`config.mk`:
```
export PLATFORM = sky130hd
export DESIGN_NAME = igps_irq_ctrl
export DESIGN_NICKNAME = d
export VERILOG_FILES = /design/src/igps_pkg.sv /design/src/igps_irq_ctrl.sv /design/src/igps_irq_gate.sv
export SDC_FILE = /design/constraint.sdc
export NUM_CORES = 1
export LEC_CHECK = 0
export BUFFER_PORTS_ARGS = -buffer_cell sky130_fd_sc_hd__buf_2
export CAP_MARGIN = 20
export CORE_MARGIN = 5
export CORE_UTILIZATION = 35
export DETAILED_ROUTE_END_ITERATION = 16
export PLACE_DENSITY = 0.7
export SLEW_MARGIN = 10
export SYNTH_ARGS = -nofsm -noshare
export SYNTH_HDL_FRONTEND = slang
export SYNTH_SLANG_ARGS = --single-unit
export TNS_END_PERCENT = 100
```
`constraint.sdc`:
```
create_clock -name core_clk -period 18.5 [get_ports core_clk]
set_input_delay 1.85 -clock core_clk [delete_from_list [all_inputs] [get_ports core_clk]]
set_output_delay 1.85 -clock core_clk [all_outputs]
set_load 0.02 [all_outputs]
```
`src/igps_pkg.sv`:
```
package igps_pkg;

  // ==========================================================================
  // Bus geometry and register indices (byte address is four times the index).
  // ==========================================================================
  localparam int unsigned DATA_W     = 32;
  localparam int unsigned IDX_W      = 6;
  localparam int unsigned MAX_SRC    = 8;
  localparam int unsigned SRC_W      = 3;
  localparam logic [5:0]  IDX_IC     = 6'h05;
  localparam logic [5:0]  IDX_ENABLE = 6'h06;
  localparam logic [5:0]  IDX_LEVEL  = 6'h07;
  localparam logic [5:0]  IDX_PEND   = 6'h08;

  // ==========================================================================
  // Interrupt-and-control register layout.
  // ==========================================================================
  localparam logic [7:0]  IC_RESET   = 8'h0C;
  localparam logic [7:0]  IC_WR_MASK = 8'hF1;
  localparam int unsigned IC_GE_BIT  = 0;
  localparam int unsigned IC_LVL_LSB = 2;
  localparam logic [1:0]  LVL_IDLE   = 2'h3;
  localparam logic [15:0] LEVEL_RESET  = 16'h0000;
  localparam logic [7:0]  ENABLE_RESET = 8'h00;

  typedef struct packed {
    logic             valid;
    logic [SRC_W-1:0] src;
    logic [1:0]       level;
  } igps_offer_s;

endpackage
```
`src/igps_irq_ctrl.sv`:
```
`timescale 1ns/1ps

// Contract
// (RULE1) Every reset loads the interrupt-and-control register with 0C hex.
// (RULE2) Reads are unrestricted; writes change only bits 0, 4, 5, 6 and 7.
// (RULE3) Global enable set lets each source be serviced per its own enable.
// (RULE4) Global enable clear blocks all but power-fail warning, gated by its enable.
// (RULE5) Service level bits 2 and 3 are read-only and read 11 when idle.
// (RULE6) Dispatching a request loads the service level with that request's level.
// (RULE7) Level code: 00 level 0, 01 level 1, 10 level 2, 11 idle.
// (RULE8) Return-from-interrupt instruction sets the service level back to 11.
// (RULE9) Write data for the service level bits is ignored.
module igps_irq_ctrl
  import igps_pkg::*;
#(
  parameter int unsigned NUM_SRC = 8,
  parameter int unsigned PF_IDX  = 7
) (
  input  wire logic                core_clk,
  input  wire logic                rst_b,
  input  wire logic                ce,
  input  wire logic                wb_cyc_i,
  input  wire logic                wb_stb_i,
  input  wire logic                wb_we_i,
  input  wire logic [IDX_W+1:0]    wb_adr_i,
  input  wire logic [3:0]          wb_sel_i,
  input  wire logic [DATA_W-1:0]   wb_dat_i,
  output logic      [DATA_W-1:0]   wb_dat_o,
  output logic                     wb_ack_o,
  input  wire logic [NUM_SRC-1:0]  srcReq,
  input  wire logic                dispatchAck,
  input  wire logic                retiExec,
  output igps_offer_s              irqOffer,
  output logic      [1:0]          serviceLevel,
  output logic                     globalIrqEnable
);

  // ==========================================================================
  // Parameter checks.
  // ==========================================================================
  if (NUM_SRC < 1 || NUM_SRC > MAX_SRC) begin : g_bad_num
    $error("NUM_SRC must lie between 1 and 8");
  end
  if (PF_IDX >= NUM_SRC) begin : g_bad_pf
    $error("PF_IDX must name an existing source");
  end

  // ==========================================================================
  // State.
  // ==========================================================================
  logic [7:0]           ic_reg;
  logic [7:0]           ic_next;
  logic [NUM_SRC-1:0]   enable_reg;
  logic [NUM_SRC-1:0]   enable_next;
  logic [2*NUM_SRC-1:0] level_reg;
  logic [2*NUM_SRC-1:0] level_next;
  igps_offer_s          offer_reg;
  igps_offer_s          offer_next;
  logic                 ack_reg;
  logic                 ack_next;
  logic [DATA_W-1:0]    rdata_reg;
  logic [DATA_W-1:0]    rdata_next;
  logic [NUM_SRC-1:0]   allowed;
  logic [IDX_W-1:0]     regIdx;
  logic                 wrStrobe;

  assign regIdx   = wb_adr_i[IDX_W+1:2];
  // A write lands at the edge where the master sees ack high.
  // Gating on ack_reg means a request held over several cycles writes once per ack, and ack rises every second cycle,
  // and a master that drops its request before the ack leaves the registers untouched.
  assign wrStrobe = wb_cyc_i & wb_stb_i & wb_we_i & ack_reg & ce;

  // ==========================================================================
  // Per-source gating.
  // ==========================================================================
  for (genvar i = 0; i < NUM_SRC; i++) begin : g_gate
    igps_irq_gate u_gate (
      .req             (srcReq[i]),
      .srcEnable       (enable_reg[i]),
      .globalIrqEnable (ic_reg[IC_GE_BIT]),
      .isPowerfail     (i == PF_IDX),
      .allowed         (allowed[i])
    );
  end

  // ==========================================================================
  // Register file and service level.
  // ==========================================================================
  always_comb begin
    ic_next     = ic_reg;
    enable_next = enable_reg;
    level_next  = level_reg;
    if (wrStrobe && regIdx == IDX_IC && wb_sel_i[0]) begin
      ic_next = (ic_reg & ~IC_WR_MASK) | (wb_dat_i[7:0] & IC_WR_MASK); // see (RULE2) see (RULE9)
    end
    if (wrStrobe && regIdx == IDX_ENABLE && wb_sel_i[0]) begin
      enable_next = wb_dat_i[NUM_SRC-1:0];
    end
    if (wrStrobe && regIdx == IDX_LEVEL) begin
      for (int b = 0; b < 2 * NUM_SRC; b++) begin
        if (wb_sel_i[b / 8]) begin
          level_next[b] = wb_dat_i[b];
        end
      end
    end
    // A dispatch in the same cycle as a return wins, since it starts a new routine.
    if (dispatchAck && offer_reg.valid) begin
      ic_next[IC_LVL_LSB +: 2] = offer_reg.level; // see (RULE6) see (RULE7)
    end else if (retiExec) begin
      ic_next[IC_LVL_LSB +: 2] = LVL_IDLE; // see (RULE8) see (RULE5)
    end
  end

  always_ff @(posedge core_clk or negedge rst_b) begin
    if (!rst_b) begin
      ic_reg     <= IC_RESET; // see (RULE1)
      enable_reg <= ENABLE_RESET[NUM_SRC-1:0];
      level_reg  <= LEVEL_RESET[2*NUM_SRC-1:0];
    end else if (ce) begin
      ic_reg     <= ic_next;
      enable_reg <= enable_next;
      level_reg  <= level_next;
    end
  end

  // ==========================================================================
  // Request selection: lowest level code wins, ties go to the lowest index.
  // Only a level above the routine now running may interrupt it.
  // ==========================================================================
  always_comb begin
    offer_next = '0;
    offer_next.level = LVL_IDLE;
    for (int i = NUM_SRC - 1; i >= 0; i--) begin
      if (allowed[i] && level_reg[2*i +: 2] < ic_reg[IC_LVL_LSB +: 2]
          && level_reg[2*i +: 2] <= offer_next.level) begin
        offer_next.valid = 1'b1;
        offer_next.src   = SRC_W'(i);
        offer_next.level = level_reg[2*i +: 2];
      end
    end
    // The offer just taken is withdrawn for one cycle while the level settles.
    if (dispatchAck && offer_reg.valid) begin
      offer_next.valid = 1'b0;
    end
  end

  always_ff @(posedge core_clk or negedge rst_b) begin
    if (!rst_b) begin
      offer_reg <= '0;
    end else if (ce) begin
      offer_reg <= offer_next;
    end
  end

  // ==========================================================================
  // Wishbone slave: ack one cycle after the request, read data with it.
  // ==========================================================================
  always_comb begin
    ack_next   = wb_cyc_i & wb_stb_i & ~ack_reg;
    rdata_next = rdata_reg;
    if (ack_next) begin
      rdata_next = '0;
      unique case (regIdx)
        IDX_IC:     rdata_next[7:0]           = ic_reg;
        IDX_ENABLE: rdata_next[NUM_SRC-1:0]   = enable_reg;
        IDX_LEVEL:  rdata_next[2*NUM_SRC-1:0] = level_reg;
        IDX_PEND:   rdata_next[NUM_SRC-1:0]   = allowed;
        default:    rdata_next                = '0;
      endcase
    end
  end

  always_ff @(posedge core_clk or negedge rst_b) begin
    if (!rst_b) begin
      ack_reg   <= 1'b0;
      rdata_reg <= '0;
    end else if (ce) begin
      ack_reg   <= ack_next;
      rdata_reg <= rdata_next;
    end
  end

  assign wb_ack_o        = ack_reg;
  assign wb_dat_o        = rdata_reg;
  assign irqOffer        = offer_reg;
  assign serviceLevel    = ic_reg[IC_LVL_LSB +: 2];
  assign globalIrqEnable = ic_reg[IC_GE_BIT];

endmodule

```
`src/igps_irq_gate.sv`:
```
`timescale 1ns/1ps

module igps_irq_gate (
  input  wire logic req,
  input  wire logic srcEnable,
  input  wire logic globalIrqEnable,
  input  wire logic isPowerfail,
  output logic      allowed
);

  // The power-fail warning ignores the global enable and obeys only its own enable.
  assign allowed = req & srcEnable & (globalIrqEnable | isPowerfail); // see (RULE3) see (RULE4)

endmodule

```
Yosys cells after proc, flatten, opt, wreduce, memory -nomap -nowiden
Index checks and enable logic that the tools add are counted.
- bits in registers: 55
- input bits: 60
- output and inout bits: 42
- word-level logic and storage cells: 95
- order comparisons: 16
- equal/unequal tests: 4
- multiplexer cells: 14
- bitwise operators: 22
- reductions and logical operators: 29
- operators by type and width (operator ; number):
    2-to-1 mux 6 bit ; 8
    one-hot mux 8 bit (4 select lines) ; 1
    logical AND 1 bit ; 22
    AND 1 bit ; 20
    equality test 6 x 3 -> 1 bit, second input constant ; 3
    < comparator 2 bit ; 8
    less-or-equal comparator 2 bit ; 7
    2-to-1 mux 8 bit ; 1
    bitwise OR 4 x 8 -> 8 bit ; 1
    AND reduction 2 bit ; 4
    equality test 6 x 4 -> 1 bit, second input constant ; 1
    AND reduction 3 bit ; 2
    2-to-1 mux 2 bit ; 2
    2-to-1 mux 4 bit ; 1
    nonzero test 3 bit ; 1
    less-or-equal comparator 2 bit, second input constant ; 1
    2-to-1 mux 1 bit ; 1
    inverter 1 bit ; 1

Logic depth before layout (Yosys ltp)
- depth after elaboration: 26
- mapped depth: 49
- depth with buffers taken out: 49

Cells and area by module
A second synthesis with hierarchy kept.
- cell total of the unflattened synthesis: 334
- area, all modules: 3256.9 µm²
- modules (own cells, without submodules) (module ; instances ; cells an instance ; area each (µm²) ; sequential area each (µm²)):
    igps_irq_ctrl ; 1 ; 326 ; 3176.8 ; 1353.8
    igps_irq_gate ; 8 ; 1 ; 10.0 ; 0.0

Worst setup path after synthesis
No wires, ideal clock.
- path type: input to register
- start point: input port srcReq[7]
- end point: register offer_reg (netlist bit irqOffer[5])
- setup time: 123 ps
- arrival: 10138 ps
- data required time: 18377 ps
- path slack: 8239 ps
- stages on the path: 42
- path buffers: 0
- cell sequence: nand2_1 -> a2111oi_4 -> ha_1 -> nor2b_1 -> o21ai_1 -> nand2_1 -> nor2_1 -> a31oi_1 -> ha_1 -> nor2_1 -> o311a_1 -> nor2_1 -> mux2_2 -> ha_1 -> nor3b_1 -> o41ai_1 -> or4b_1 -> nand2_1 -> [6 not listed] -> o311a_1 -> nor2_1 -> a21oi_1 -> ha_1 -> o21bai_1 -> a211o_1 -> nand3_1 -> o21ai_0 -> a21o_1 -> ha_1 -> nand2_1 -> o21ai_0 -> nand3_1 -> inv_1 -> nor2_1 -> nand2_1 -> or3_1 -> o221a_1
- cells in the longest elaborated chain, start to end: 26
- ends and longest elaborated chain (item ; line ; RTL):
    start: declaration ; igps_irq_ctrl.sv:30 ; input wire logic [NUM_SRC-1:0] srcReq,
    AND 1 bit * ; igps_irq_gate.sv:12 ; assign allowed = req & srcEnable & (globalIrqEnable | isPowerfail);
    logical AND 1 bit * ; igps_irq_ctrl.sv:134 ; if (allowed[i] && level_reg[2*i +: 2] < ic_reg[IC_LVL_LSB +: 2]
    logical AND 1 bit * ; igps_irq_ctrl.sv:135 ; && level_reg[2*i +: 2] <= offer_next.level) begin
    2-to-1 mux 6 bit * ; igps_irq_ctrl.sv:134 ;
    less-or-equal comparator 2 bit ; igps_irq_ctrl.sv:135 ;
    logical AND 1 bit ; igps_irq_ctrl.sv:135 ;
    2-to-1 mux 6 bit * ; igps_irq_ctrl.sv:134 ;
    less-or-equal comparator 2 bit ; igps_irq_ctrl.sv:135 ;
    [10 not listed] ; -- ;
    2-to-1 mux 6 bit * ; igps_irq_ctrl.sv:134 ;
    less-or-equal comparator 2 bit ; igps_irq_ctrl.sv:135 ;
    logical AND 1 bit ; igps_irq_ctrl.sv:135 ;
    2-to-1 mux 6 bit * ; igps_irq_ctrl.sv:134 ;
    less-or-equal comparator 2 bit ; igps_irq_ctrl.sv:135 ;
    logical AND 1 bit ; igps_irq_ctrl.sv:135 ;
    2-to-1 mux 6 bit * ; igps_irq_ctrl.sv:134 ;
    2-to-1 mux 1 bit * ; igps_irq_ctrl.sv:142 ; if (dispatchAck && offer_reg.valid) begin
    end signal: assignment ; igps_irq_ctrl.sv:151 ; offer_reg <= offer_next;
    end: declaration ; igps_irq_ctrl.sv:57 ; igps_offer_s offer_reg;
Mark *: on every way between the ends. The rest lies on a longest branch, timed or not.
A chain may end at the register's enable or synchronous reset.

Worst setup path after layout
Ends and elaborated chain as after synthesis.

==> impl_results.md <==
- Share of cells above drive strength 1: 25.8%
- Hold Slack: 0.482 ns
- TNS Setup: 0 ns
- Drt total wl: about 8.6 mm
- Largest family of logic cells by synthesized area: compound AO/OA/AOI/OAI gates
- Status: completed
- Mapped Cells: about 360
- Clock root cell: clkbuf_8
- Clock sinks: 54
- CTS tree: built
- Most area-consuming cells after synthesis: dfrtp_1 39%, mux2_2 8.5%, nand2_1 6.4%, ha_1 6.4%, o21ai_0 6.2%
- Nets: just under 500
- Cell taking the most area after synthesis: dfrtp_1
- Setup CP Type: primary input to register
- Avg Cell Area, Syn: 9.32 sq um
- Routed len/inst: roughly 16 um
- Hold WC Path Type: register to register
- Post-synthesis adder-cell area fraction: under 10%
- Ports: 102
- Slew @ Worst Pin: 1.03 ns
- Gr usage total: about 15%
- Max Cap Viol: 0
- Vias: ~2.8k
- Compound-Gate Fraction of Synth Area: between 10% and 20%
- Die Wd: 107 um
- Post CTS Setup Buffer Count: 0
- Most numerous cell in the Yosys netlist: nand2_1
- Fin. Hold Viols: 0
- Largest net degree at the start of global routing: 55
- CP max FO: 7
- Crit share post-route: about three fifths
- Final antenna diode count: 0
- EDFF count, synth: 0
- Crit path time final: about 11 ns
- LEAKAGE: 1.83 nW
- DIE AREA: roughly 12,000 sq um
- Vias/cell: 5.10
- Seq/Total Area, Yosys: about two fifths
- DRC violations left: 0
- Post-synthesis mux area share: 8.47%
- RSZ-0062 raised after global routing: false
- PD cells: 53.6 nW/um^2
- CTS max path bufs: 2
- #FFs+latches synth: 54
- Synth Area in XOR/XNOR: 0%
- Yosys cell types: 56
- CP max stage delay: roughly 0.50 ns
- Initial core utilization: a little over a third
- Synth Area in Simple Gates: between 15 and 20%
- Row count: 35
- Worst setup SP type: primary input
- Syn. warnings: 0
- Slowest-stage cell, CP: or4b_1
- Reg clk slew, reported paths: roughly 0.09 ns
- Async S/R FF share, synth: 100%
- Synth Cell Area: roughly 3300 sq um
- Area grow syn2layout: 14.1%
- Vias in the first global route: approximately 2.8k
- DRT Pass-1 Iters: 4
- Clock latency on the worst-skew pair: roughly 0.3 ns
- First-pass GRT wire length: about 14 mm
- Synth cell count leaders: 57 x nand2_1, 52 x dfrtp_1, 41 x o21ai_0
- Post-cts resize count: 0
- Initial drt markers: 132
- IO Port Bufs: between 60 and 70
- Crit-path most repeated cell: ha_1
- Htree depth: 2
- Core box area: between 9000 and 10,000 sq um
- Gpl congestion: slightly above 0.8
- Antenna Nets Post-Route: 0
- Post-synth top area share: about 39%
- Hold buffer count at CTS: 0
- Antenna violations before repair: 0
- CP Capture Type: register
- Detail Placement HPWL: around 6.7 mm
- GRT overflow: 0
- Fmax: a little over 0.09 GHz
- VDD IR-drop max: about 0.023 mV
- Num CTS Buffers: 5
- Slew margin rel.: between 30% and 40%
- Final setup fails: 0
- Max Transition Viols Final: 0
- Die span in y: roughly 110 um
- Required time of the critical path: 18.68 ns
- Setup Skew: between 0.01 and 0.015 ns
- Top_reg_cell synth: dfrtp_1
- Arrival @ worst endpoint: 11.19 ns
[path summary, 6_finish.rpt]
check | from | endpoint | slack (ns) | cells past startpoint
min in group asynchronous | rst_b | wb_dat_o[2] | 1.66 | 2
worst min-delay path | wb_dat_o[5] | wb_dat_o[5] | 0.48 | 2
worst max register to register | ic_reg[3] | irqOffer[5] | 8.14 | 44
max in group asynchronous | rst_b | level_reg[9] | 16.37 | 2
worst max-delay path | srcReq[7] | irqOffer[5] | 7.49 | 44
worst min register to register | wb_dat_o[5] | wb_dat_o[5] | 0.48 | 2
[worst max-delay path: cells and delay by family]
kind                     cells  cell delay (ns)
multiplexers                 1             0.39
AND/OR/NAND/NOR             18             2.81
buffers and inverters        2             0.17
adder cells (fa/ha/maj)      8             2.39
AO/OA/AOI/OAI               15             3.54
[layer usage]
layer | routed length, um | track usage, % | vias up
li1 | - | - | 1361
met2 | 4220 | 25.4 | 80
met5 | 0 | 0 | -
met4 | 115 | 4.33 | 0
met1 | 3800 | 20.0 | 1348
met3 | 476 | 3.06 | 6
[area by class of cell]
class / instances / area (sq um)
timing repair buffer: 67 / 340
tap: 129 / 161
inverter: 18 / 67.6
sequential: 54 / 1350
clock buffer: 6 / 72.6
multi-input combinational: 273 / 1790
fill: 920 / 5450
clock inverter: 1 / 7.51
[power breakdown]
part | switching, mW | internal, mW | total (mW) | leakage, nW
combinational | 0.0131 | 0.00647 | 0.0196 | 1.11
clock | 0.0372 | 0.0261 | 0.0632 | 0.0373
sequential | 0.00144 | 0.119 | 0.121 | 0.680
total | 0.0517 | 0.152 | 0.203 | 1.83
[placed cells by master, fill, tap and decap left out, types with 5 or more instances in the layout]
| cell type | count |
|---|---|
| nor2_1 | 18 |
| buf_2 | 65 |
| nand4b_1 | 5 |
| o21ai_0 | 41 |
| nand3_1 | 6 |
| dfrtp_1 | 52 |
| conb_1 | 16 |
| mux2_2 | 25 |
| a21oi_1 | 10 |
| clkbuf_8 | 5 |
| ha_1 | 17 |
| nand2_1 | 57 |
| inv_1 | 18 |
| a22oi_1 | 7 |
[stage by stage]
stage / total power, mW / cells / utilization, % / setup slack [ns] / instance area [sq um]
3_5_place_dp: 0.143 / 541 / 40.2 / 7.27 / 3710
6_report: 0.203 / 548 / 41.1 / 7.49 / 3790
3_3_place_gp: 0.142 / 541 / 40.2 / 7.54 / 3710
4_1_cts: 0.206 / 548 / 41.1 / 7.55 / 3790
2_1_floorplan: 0.135 / 372 / - / 8.24 / 3380
5_1_grt: 0.213 / 548 / 41.1 / 6.86 / 3790
[cell families (layout without fill, tap and decap cells)]
group	Yosys count	count (layout)
and+or+nand+nor	118	118
AOI/OAI and AO/OA	96	96
DFF	54	54
buffers and inverters	45	92
muxes	25	25
adders and majority gates	18	18
other	1	16
(Power assumes the default switching activity.)
